### src/inc/besp_regs.svh
`ifndef BESP_REGS_SVH
`define BESP_REGS_SVH
// Register byte addresses
`define BESP_ADDR_STATUS 12'h068
`define BESP_ADDR_OPTION 12'h074
`define BESP_ADDR_RETRY 12'h078
// Status cause bit positions within the status word
`define BESP_ST_ADDR_PAR 16
`define BESP_ST_CAUSE_LSB 16
`define BESP_ST_CAUSE_MSB 23
// Byte lane that carries the status causes
`define BESP_ST_STRB_LANE 2
// Option bit positions
`define BESP_OPT_P_RD_ALIAS 1
`define BESP_OPT_P_WR_ALIAS 2
`define BESP_OPT_S_RD_ALIAS 3
`define BESP_OPT_S_WR_ALIAS 4
`define BESP_OPT_P_MWI_DISC 7
`define BESP_OPT_S_MWI_DISC 8
`define BESP_OPT_LONG_LOCK 9
`define BESP_OPT_S_HOLD_REQ 10
`define BESP_OPT_P_HOLD_REQ 11
// Writable option bits and reset value
`define BESP_OPT_MASK 16'h0f9e
`define BESP_OPT_RESET 16'h0c00
// Retry limit default
`define BESP_RETRY_RESET 32'h0100_0000
// Widths
`define BESP_CAUSES 8
`endif

### src/inc/besp_pkg.sv
package besp_pkg;
  typedef logic [7:0] besp_cause_t;
  typedef logic [31:0] besp_word_t;
  // PCI memory command encodings
  typedef enum logic [3:0] {
    BESP_PLAIN_MEMORY_READ_CMD = 4'b0110,
    BESP_PLAIN_MEMORY_WRITE_CMD = 4'b0111,
    BESP_MEMORY_READ_MULTIPLE_CMD = 4'b1100,
    BESP_MEMORY_READ_LINE_CMD = 4'b1110,
    BESP_MEMORY_WRITE_INVALIDATE_CMD = 4'b1111
  } besp_cmd_e;
endpackage : besp_pkg

### src/hw/besp_match.sv
`timescale 1ns/1ps
`include "besp_regs.svh"
// Retry command matcher for one port
module besp_match
  import besp_pkg::*;
(
  input wire logic [3:0] pend_cmd,
  input wire logic [3:0] retry_cmd,
  input wire logic rd_alias,
  input wire logic wr_alias,
  output logic hit
);
  // Exact match, or alias of read-line/multiple and write-invalidate
  always_comb
  begin
    hit = (pend_cmd == retry_cmd);
    if (rd_alias && pend_cmd == BESP_PLAIN_MEMORY_READ_CMD &&
        (retry_cmd == BESP_MEMORY_READ_LINE_CMD || retry_cmd == BESP_MEMORY_READ_MULTIPLE_CMD))
    begin
      hit = 1'b1;
    end
    if (wr_alias && pend_cmd == BESP_PLAIN_MEMORY_WRITE_CMD &&
        retry_cmd == BESP_MEMORY_WRITE_INVALIDATE_CMD)
    begin
      hit = 1'b1;
    end
  end
endmodule : besp_match

### src/hw/besp_top.sv
// Local design decision: the APB interface to the registers.
`timescale 1ns/1ps
`include "besp_regs.svh"
module besp_top
  import besp_pkg::*;
(
  input wire logic CORE_CLK,
  input wire logic RST_N,
  input wire logic PSEL,
  input wire logic PENABLE,
  input wire logic PWRITE,
  input wire logic [11:0] PADDR,
  input wire logic [31:0] PWDATA,
  input wire logic [3:0] PSTRB,
  output logic [31:0] PRDATA,
  output logic PREADY,
  output logic PSLVERR,
  input wire logic [7:0] CAUSE_EVENT,
  input wire logic [7:0] CAUSE_MASK,
  input wire logic SERR_ENABLE,
  output logic PRIMARY_SYSTEM_ERROR_OUT,
  input wire logic [3:0] P_PEND_CMD,
  input wire logic [3:0] P_RETRY_CMD,
  output logic P_RETRY_HIT,
  input wire logic [3:0] S_PEND_CMD,
  input wire logic [3:0] S_RETRY_CMD,
  output logic S_RETRY_HIT,
  output logic P_MWI_TO_PLAIN_MEMORY_WRITE_CMD,
  output logic P_MWI_DISCONNECT,
  output logic S_MWI_TO_PLAIN_MEMORY_WRITE_CMD,
  output logic S_MWI_DISCONNECT,
  output logic LONG_LOCK_REQ,
  input wire logic P_FRAME_SEEN,
  input wire logic P_FIFO_PENDING,
  input wire logic P_TARGET_TERM,
  input wire logic P_REQ_START,
  output logic P_REQ_ACTIVE,
  input wire logic S_FRAME_SEEN,
  input wire logic S_FIFO_PENDING,
  input wire logic S_TARGET_TERM,
  input wire logic S_REQ_START,
  output logic S_REQ_ACTIVE,
  output logic [31:0] RETRY_LIMIT
);

  ////////////////////////////////////////////////////////////////////////////
  // Bus decode
  logic wr_en;
  logic rd_en;
  logic hit_status;
  logic hit_option;
  logic hit_retry;
  besp_cause_t status;
  besp_cause_t fire;
  logic [15:0] option;
  besp_word_t retry_limit;

  assign hit_status = (PADDR == `BESP_ADDR_STATUS);
  assign hit_option = (PADDR == `BESP_ADDR_OPTION);
  assign hit_retry = (PADDR == `BESP_ADDR_RETRY);
  assign wr_en = PSEL && PENABLE && PWRITE;
  assign rd_en = PSEL && PENABLE && !PWRITE;
  // Zero wait state slave, unmapped address answers with error
  assign PREADY = 1'b1;
  assign PSLVERR = PSEL && PENABLE && !(hit_status || hit_option || hit_retry);

  // Byte-lane write merge
  function automatic besp_word_t merge(input besp_word_t old, input besp_word_t nw,
                                       input logic [3:0] strb);
    besp_word_t r;
    r = old;
    for (int i = 0; i < 4; i++)
    begin
      if (strb[i])
      begin
        r[i*8 +: 8] = nw[i*8 +: 8];
      end
    end
    return r;
  endfunction : merge

  ////////////////////////////////////////////////////////////////////////////
  // Error output and cause status
  // Output asserted for unmasked causes when the command enable is set
  assign fire = CAUSE_EVENT & ~CAUSE_MASK & {`BESP_CAUSES{SERR_ENABLE}};
  assign PRIMARY_SYSTEM_ERROR_OUT = |fire;

  logic [7:0] clr;
  assign clr = (wr_en && hit_status && PSTRB[`BESP_ST_STRB_LANE]) ?
               PWDATA[`BESP_ST_CAUSE_MSB:`BESP_ST_CAUSE_LSB] : 8'h00;

  // Sticky causes; a new event wins over a clear in the same cycle
  always_ff @(posedge CORE_CLK or negedge RST_N)
  begin
    if (!RST_N)
    begin
      status <= 8'h00;
    end
    else
    begin
      // Bits 16..23: addr parity, posted parity, posted nondelivery,
      // target abort, master abort, delayed write, delayed read, master timeout
      status <= (status & ~clr) | fire;
    end
  end

  ////////////////////////////////////////////////////////////////////////////
  // Option and retry registers
  logic [15:0] option_wr;
  // Option word after a write, reserved bits forced low
  assign option_wr = 16'(merge({16'h0000, option}, PWDATA, PSTRB)) & `BESP_OPT_MASK;

  always_ff @(posedge CORE_CLK or negedge RST_N)
  begin
    if (!RST_N)
    begin
      option <= `BESP_OPT_RESET;
    end
    else if (wr_en && hit_option)
    begin
      option <= option_wr;
    end
  end

  always_ff @(posedge CORE_CLK or negedge RST_N)
  begin
    if (!RST_N)
    begin
      retry_limit <= `BESP_RETRY_RESET;
    end
    else if (wr_en && hit_retry)
    begin
      retry_limit <= merge(retry_limit, PWDATA, PSTRB);
    end
  end
  assign RETRY_LIMIT = retry_limit;

  // Read data register
  always_ff @(posedge CORE_CLK or negedge RST_N)
  begin
    if (!RST_N)
    begin
      PRDATA <= 32'h0000_0000;
    end
    else if (PSEL && !PENABLE && !PWRITE)
    begin
      if (hit_status)
      begin
        PRDATA <= {8'h00, status, 16'h0000};
      end
      else if (hit_option)
      begin
        PRDATA <= {16'h0000, option};
      end
      else if (hit_retry)
      begin
        PRDATA <= retry_limit;
      end
      else
      begin
        PRDATA <= 32'h0000_0000;
      end
    end
  end

  ////////////////////////////////////////////////////////////////////////////
  // Retry command matching
  besp_match u_match_p (
    .pend_cmd(P_PEND_CMD),
    .retry_cmd(P_RETRY_CMD),
    .rd_alias(option[`BESP_OPT_P_RD_ALIAS]),
    .wr_alias(option[`BESP_OPT_P_WR_ALIAS]),
    .hit(P_RETRY_HIT)
  );
  besp_match u_match_s (
    .pend_cmd(S_PEND_CMD),
    .retry_cmd(S_RETRY_CMD),
    .rd_alias(option[`BESP_OPT_S_RD_ALIAS]),
    .wr_alias(option[`BESP_OPT_S_WR_ALIAS]),
    .hit(S_RETRY_HIT)
  );

  // Write-invalidate handling and lock mode
  assign P_MWI_TO_PLAIN_MEMORY_WRITE_CMD = !option[`BESP_OPT_P_MWI_DISC];
  assign P_MWI_DISCONNECT = option[`BESP_OPT_P_MWI_DISC];
  assign S_MWI_TO_PLAIN_MEMORY_WRITE_CMD = !option[`BESP_OPT_S_MWI_DISC];
  assign S_MWI_DISCONNECT = option[`BESP_OPT_S_MWI_DISC];
  assign LONG_LOCK_REQ = option[`BESP_OPT_LONG_LOCK];

  ////////////////////////////////////////////////////////////////////////////
  // Request holding for internal masters
  always_ff @(posedge CORE_CLK or negedge RST_N)
  begin
    if (!RST_N)
    begin
      P_REQ_ACTIVE <= 1'b0;
    end
    else if (P_REQ_START)
    begin
      P_REQ_ACTIVE <= 1'b1;
    end
    else if (P_REQ_ACTIVE)
    begin
      if (option[`BESP_OPT_P_HOLD_REQ])
      begin
        P_REQ_ACTIVE <= P_FIFO_PENDING && !P_TARGET_TERM;
      end
      else
      begin
        P_REQ_ACTIVE <= !P_FRAME_SEEN;
      end
    end
  end

  always_ff @(posedge CORE_CLK or negedge RST_N)
  begin
    if (!RST_N)
    begin
      S_REQ_ACTIVE <= 1'b0;
    end
    else if (S_REQ_START)
    begin
      S_REQ_ACTIVE <= 1'b1;
    end
    else if (S_REQ_ACTIVE)
    begin
      if (option[`BESP_OPT_S_HOLD_REQ])
      begin
        S_REQ_ACTIVE <= S_FIFO_PENDING && !S_TARGET_TERM;
      end
      else
      begin
        S_REQ_ACTIVE <= !S_FRAME_SEEN;
      end
    end
  end

  ////////////////////////////////////////////////////////////////////////////
  // Checks
  chk_status_sets: assert property (@(posedge CORE_CLK) disable iff (!RST_N)
    |fire |=> ((status & $past(fire)) == $past(fire)))
    else $error("status cause not captured");
  chk_status_clear: assert property (@(posedge CORE_CLK) disable iff (!RST_N)
    (clr[0] && !fire[0]) |=> !status[0])
    else $error("status bit not cleared");
  chk_status_keep: assert property (@(posedge CORE_CLK) disable iff (!RST_N)
    (status[7] && !clr[7]) |=> status[7])
    else $error("status bit lost");
  chk_serr_gate: assert property (@(posedge CORE_CLK) disable iff (!RST_N)
    !SERR_ENABLE |-> !PRIMARY_SYSTEM_ERROR_OUT)
    else $error("error output while disabled");
  chk_opt_reserved: assert property (@(posedge CORE_CLK) disable iff (!RST_N)
    (option & ~`BESP_OPT_MASK) == 16'h0000)
    else $error("reserved option bit set");
  chk_mwi_mode: assert property (@(posedge CORE_CLK) disable iff (!RST_N)
    P_MWI_DISCONNECT != P_MWI_TO_PLAIN_MEMORY_WRITE_CMD)
    else $error("write invalidate mode conflict");
  chk_p_release: assert property (@(posedge CORE_CLK) disable iff (!RST_N)
    (P_REQ_ACTIVE && !P_REQ_START && !option[`BESP_OPT_P_HOLD_REQ] && P_FRAME_SEEN)
    |=> !P_REQ_ACTIVE)
    else $error("primary request not released");
  chk_s_hold: assert property (@(posedge CORE_CLK) disable iff (!RST_N)
    (S_REQ_ACTIVE && option[`BESP_OPT_S_HOLD_REQ] && S_FIFO_PENDING && !S_TARGET_TERM)
    |=> S_REQ_ACTIVE)
    else $error("secondary request dropped early");
  chk_retry_write: assert property (@(posedge CORE_CLK) disable iff (!RST_N)
    (wr_en && hit_retry && PSTRB == 4'hf) |=> (retry_limit == $past(PWDATA)))
    else $error("retry limit not written");
  chk_s_release: assert property (@(posedge CORE_CLK) disable iff (!RST_N)
    (S_REQ_ACTIVE && !S_REQ_START && !option[`BESP_OPT_S_HOLD_REQ] && S_FRAME_SEEN)
    |=> !S_REQ_ACTIVE)
    else $error("secondary request not released");
  chk_p_hold: assert property (@(posedge CORE_CLK) disable iff (!RST_N)
    (P_REQ_ACTIVE && option[`BESP_OPT_P_HOLD_REQ] && P_FIFO_PENDING && !P_TARGET_TERM)
    |=> P_REQ_ACTIVE)
    else $error("primary request dropped early");
  chk_p_exact: assert property (@(posedge CORE_CLK) disable iff (!RST_N)
    !(option[`BESP_OPT_P_RD_ALIAS] || option[`BESP_OPT_P_WR_ALIAS]) |->
    (P_RETRY_HIT == (P_PEND_CMD == P_RETRY_CMD)))
    else $error("primary retry match not exact");
  chk_s_exact: assert property (@(posedge CORE_CLK) disable iff (!RST_N)
    !(option[`BESP_OPT_S_RD_ALIAS] || option[`BESP_OPT_S_WR_ALIAS]) |->
    (S_RETRY_HIT == (S_PEND_CMD == S_RETRY_CMD)))
    else $error("secondary retry match not exact");
  chk_opt_read_zero: assert property (@(posedge CORE_CLK) disable iff (!RST_N)
    (PSEL && !PENABLE && !PWRITE && hit_option) |=>
    ((PRDATA & ~{16'h0000, `BESP_OPT_MASK}) == 32'h0000_0000))
    else $error("reserved option bits read back set");
  chk_status_read: assert property (@(posedge CORE_CLK) disable iff (!RST_N)
    (PSEL && !PENABLE && !PWRITE && hit_status) |=>
    (PRDATA == {8'h00, $past(status), 16'h0000}))
    else $error("status read data wrong");
endmodule : besp_top

### config.mk
export PLATFORM = sky130hd
export DESIGN_NAME = besp_top
export DESIGN_NICKNAME = d
export VERILOG_FILES = /design/src/inc/besp_pkg.sv /design/src/hw/besp_match.sv /design/src/hw/besp_top.sv
export VERILOG_INCLUDE_DIRS = /design/src /design/src/inc
export SDC_FILE = /design/constraint.sdc
export NUM_CORES = 1
export LEC_CHECK = 0
export ABC_AREA = 1
export CAP_MARGIN = 30
export CELL_PAD_IN_SITES_DETAIL_PLACEMENT = 2
export CELL_PAD_IN_SITES_GLOBAL_PLACEMENT = 2
export CORE_AREA = 2 2 150 79
export DETAILED_ROUTE_END_ITERATION = 7
export DIE_AREA = 0 0 152 81
export DONT_BUFFER_PORTS = 1
export GPL_TIMING_DRIVEN = 0
export PLACE_DENSITY = 0.91
export SYNTH_ARGS = -nofsm -noshare
export SYNTH_HDL_FRONTEND = slang
export SYNTH_SLANG_ARGS = --single-unit
### constraint.sdc
create_clock -name CORE_CLK -period 1.6 [get_ports CORE_CLK]
set_clock_uncertainty 0.2 [all_clocks]
set_input_delay 0.08 -clock CORE_CLK [delete_from_list [all_inputs] [get_ports CORE_CLK]]
set_output_delay 0.08 -clock CORE_CLK [all_outputs]
set_load 0.005 [all_outputs]
Yosys cells after proc, flatten, opt, wreduce, memory -nomap -nowiden --
Cells that the tools add are included.
Cells by class: equality and inequality tests 15, mux-type cells 14, bitwise operators 6, reductions and logical operators 39
Operators by type and width (count):
- 32-bit two-way mux | 3
- 12-bit by 7-bit == test with 1-bit output (second input constant) | 3
- 8-bit bitwise AND | 3
- 4-bit == test (second input constant) | 6
- 1-bit logical AND | 19
- 4-bit by 3-bit == test with 1-bit output (second input constant) | 4
- 8-bit inverter | 2
- 2-bit AND reduction | 6
- 1-bit two-way mux | 10
- 1-bit zero test | 9
- 4-bit == test | 2
- 8-bit two-way mux | 1
- 8-bit OR | 1
- 8-bit OR reduction | 1
- 1-bit logical OR | 4
Storage, ports and cells: register bits after elaboration 83, input bits 94, output and inout port bits 76, word-level logic and storage cells 84

Depth between registers and ports, before layout --
word-level depth 8, depth in mapped cells 9, depth with buffers taken out 9

Cells and area by module --
Synthesis repeated with hierarchy kept, for this count alone.
Unflattened totals: cells, all modules 520, area, all modules 4269.1 µm²
By module, submodules not included:
- besp_top | times used 1, cells an instance 460, area an instance 4036.4 µm², seq. area each 2080.7 µm²
- besp_match | times used 2, cells an instance 30, area an instance 116.4 µm², seq. area each 0.0 µm²

Worst setup path before layout --
No wires, ideal clock.
path type input -> register, start point input PADDR[11], end point register retry_limit[25], in the netlist RETRY_LIMIT[25], setup time 0.117 ns, arrival 0.963 ns, data required time 1.283 ns, setup slack 0.320 ns, stages on the path 8, buffers on the path 0, path through nor2_1 > nand2_1 > nor2_2 > nand2_2 > nor2_8 > nand2_2 > nand2_1 > nand2_1
On the way: cells in the longest elaborated chain, start to end 3
Ends and longest elaborated chain:
- start: declaration | RTL line besp_top.sv:12 | input wire logic [11:0] PADDR,
- 12-bit by 7-bit == test with 1-bit output (no source line)
- 1-bit logical AND | RTL line besp_top.sv:131 | else if (wr_en && hit_retry)
- 2-bit AND reduction (no source line)
- end signal: assignment | RTL line besp_top.sv:129 | retry_limit <= `BESP_RETRY_RESET;
- end signal: assignment | RTL line besp_top.sv:133 | retry_limit <= merge(retry_limit, PWDATA, PSTRB);
- end: declaration | RTL line besp_top.sv:56 | besp_word_t retry_limit;
No other way between the ends. A chain may end at the register's enable or synchronous reset.

Final worst setup path --
start point register retry_limit[6], in the netlist RETRY_LIMIT[6], end point register PRDATA[6]
On the way: cells in the longest elaborated chain, start to end 3
Ends and longest elaborated chain:
- 32-bit two-way mux | RTL line besp_top.sv:155 | else if (hit_retry)
- 32-bit two-way mux | RTL line besp_top.sv:151 | else if (hit_option)
- 32-bit two-way mux | RTL line besp_top.sv:147 | if (hit_status)
- end signal: assignment | RTL line besp_top.sv:149 | PRDATA <= {8'h00, status, 16'h0000};
- end signal: assignment | RTL line besp_top.sv:153 | PRDATA <= {16'h0000, option};
- end signal: assignment | RTL line besp_top.sv:157 | PRDATA <= retry_limit;
- end: declaration | RTL line besp_top.sv:15 | output logic [31:0] PRDATA,
No other way between the ends.

==> metrics.txt <==
Clock Path Buffers=2; crit path DAT=1.61 ns; Num CTS Buffers=9; via/cell ratio=5.496; VDD IR max=between 0.0004 and 0.0005 V; NumNets Final=between 600 and 700; Core Region=between 10,000 and 15,000 µm²; max incr delay on CP=slightly below 0.6 ns; die height=approximately 80 µm; row cnt=28; area occupied by multi-input gates=roughly 1700 µm²; post-route setup TNS=0 ns; IO Port Bufs=0; flop2flop setup slack=0.04 ns; Fin. Hold Viols=83; Fillers=approximately 1,200; Detailed Route Iter0 Violations=220; worst r2r path cells=3; Clock transition at path regs=approximately 0.07 ns; Setup violations, final=0; failing checks=hold timing; routed len/inst=~23 µm; largest net degree at the start of global routing=84; max-slew violation count=0; Root Driver=clkbuf_16; Max Fanout on Critical Path=3; first-pass GRT wire length=between 20,000 and 30,000 µm; RSZ-0062 raised after global routing=yes; fin util=0.4691; # diodes=0; RR Startpoint=RETRY_LIMIT[6]; CTS tree=done; Clock Power Share=0.481; drt first pass iters=4; Final Cycle Share=0.9779; Final Hold Slack=-0.7631 ns; Synth async-reset ratio=1.000; storage element area=2081 µm²; post-synth design cell area=between 3000 and 4000 µm²; LEAKAGE=about 2.6 nW; total track usage=0.2872; vias in the first global route=4,725; Worst Tran Pin Value=roughly 0.64 ns; Comb pwr share=0.069; ys flop type=dfrtp_1; via count=~4,000; critical path class=flip-flop to flip-flop; initial antenna violation count=0; Mapped Cells=slightly above 500; Worst R2R End=PRDATA[6]; post-synthesis register bit count=83; Congestion Overflow GR=0; Starting Density=0.3554; Post-DRT Antenna Nets=0; I/O Pins=170; drt total wl=17,610 µm; Yosys warnings=0; Setup crit end kind=flip-flop; CTS Sinks=83; syn avg cell area=~7.9 µm²; Netlist cell types=30; maximum clock rate=0.6391 GHz; Cell Chain, Critical Path=nand2_1 -> dlygate4sd3_1 -> o21ai_1; sw power=1.046 mW; EDFF count, synth=0; die area=roughly 12,000 µm²; Syn Nets=600; Flop pwr share=0.450; max-cap viol count=0; DRC=0; WP data required=~1.6 ns; Tmin final=roughly 1.6 ns; Int Pwr=around 3.6 mW; # hold bufs at CTS=73; CP Launch Type=flip-flop; outcome=finished, violations left; Net Sw Frac=0.2235; dpl hpwl=about 11,000 µm; Clock Latency Late Sink=about 0.33 ns; Die W=between 150 and 200 µm; sequential-to-total area share from yosys stat=0.5207; Slew headroom=0.5723; Power Total=~4.7 mW; gpl congestion=0.7707; Crit-path slowest cell=dlygate4sd3_1; Syn-to-layout area delta=32.00%; layout cells sized above 1=0.09500; CTS HTree Levels=3; HP Class=input port to asynchronous set/reset pin; Pwr Density=887.1 nW/µm²
-- placed cells by master (no fill, tap or decap), types with 2 or more instances in the layout --
cell type,n
xnor2_1,5
o21ai_0,19
nand2_2,5
dfstp_2,3
inv_2,3
dfrtp_1,80
dlygate4sd3_1,72
nand4_1,12
nand3_1,67
clkbuf_16,9
o22ai_1,2
nand2_1,220
buf_4,6
inv_1,25
buf_6,3
bufinv_16,2
nor2_1,16
or2_2,2
buf_2,8
nor2_2,4
clkbuf_1,8
a31o_2,2
clkinv_4,2
o21ai_1,11
-- sequential cells by signal, indices dropped and copies added, names as in the netlist --
register      flops
PRDATA           32
P_REQ_ACTIVE      1
RETRY_LIMIT      32
S_REQ_ACTIVE      1
option            9
status            8
-- worst max-delay path, delay by kind of cell (launching register included) --
family | cells | cell delay (ns)
AO/OA/AOI/OAI | 1 | 0.20
flip-flops | 1 | 0.40
buffers and inverters | 1 | 0.59
AND/OR/NAND/NOR | 1 | 0.08
-- cell usage after synthesis (3+ instances only) --
master	number	share of area
nor2_2	4	0.0063
xnor2_1	5	0.011
nand4_1	12	0.019
nand2_1	220	0.21
clkbuf_1	8	0.0075
dfstp_2	3	0.020
nor2_1	16	0.015
nand2_2	5	0.0078
inv_1	25	0.023
o21ai_0	25	0.031
nand3_1	67	0.084
buf_6	3	0.0085
buf_2	8	0.010
dfrtp_1	80	0.50
inv_2	3	0.0028
o21ai_1	5	0.0063
-- timing repair --
item                                    in CTS  in global routing
hold endpoints to repair                   144                 83
resized for setup                            0                  9
endpoints found under the setup margin       0                 13
setup buffers                                0                  5
-- worst max path at each step --
stage,cells past startpoint,end,startpoint
floorplan,8,RETRY_LIMIT[25],PADDR[11]
global placement,8,RETRY_LIMIT[15],PADDR[11]
detailed placement,8,RETRY_LIMIT[13],PADDR[9]
CTS,5,PRDATA[14],PWRITE
global route,8,RETRY_LIMIT[13],PADDR[1]
finish,3,PRDATA[6],RETRY_LIMIT[6]
-- cells by family after synthesis --
| group | after synthesis | share of synthesized area |
|---|---|---|
| AO/OA/AOI/OAI | 37 | 0.05072 |
| XOR/XNOR | 6 | 0.01315 |
| buffers and inverters | 48 | 0.05416 |
| flip-flops | 83 | 0.5207 |
| other | 1 | 0.0009384 |
| AND/OR/NAND/NOR | 331 | 0.3604 |
-- layer usage --
metal / vias up / share of wire / global-route usage / wire length (µm)
met2: 174 / 0.49 / 0.5081 / 8687
li1: 1807 / - / - / -
met1: 2117 / 0.42 / 0.3531 / 7384
met5: - / 0 / 0 / 0
met4: 0 / 0.012 / 0.06542 / 203
met3: 24 / 0.076 / 0.08591 / 1331
-- power by group through the flow --
stage,clock [mW],combinational [mW],sequential [mW]
floorplan,0,0.113,2.15
global placement,0,0.146,2.15
detailed placement,0,0.158,2.15
CTS,2.30,0.298,2.11
global route,2.36,0.342,2.11
finish,2.25,0.321,2.11
-- stage by stage --
| step | instances | hold WS, ns | setup slack (ns) | cell area, µm² |
|---|---|---|---|---|
| after floorplan | 506 | -0.4156 | 0.3197 | 3996 |
| after global placement | 656 | -0.4136 | -0.06423 | 4184 |
| after detailed placement | 656 | -0.4138 | -0.1626 | 4184 |
| after CTS | 745 | -0.7785 | 0.04007 | 5234 |
| after global routing | 750 | -0.7809 | -0.02072 | 5275 |
| final | 750 | -0.7631 | 0.03533 | 5275 |
-- layout make-up --
type | instances | area share
buffer | 20 | 0.02135
clock buffer | 10 | 0.04341
clock inverter | 6 | 0.01708
inverter | 28 | 0.01992
multi-input combinational | 375 | 0.3221
sequential | 83 | 0.3945
tap | 150 | 0.03558
timing repair buffer | 78 | 0.1461
No activity file was read; power rests on OpenSTA's default activity.
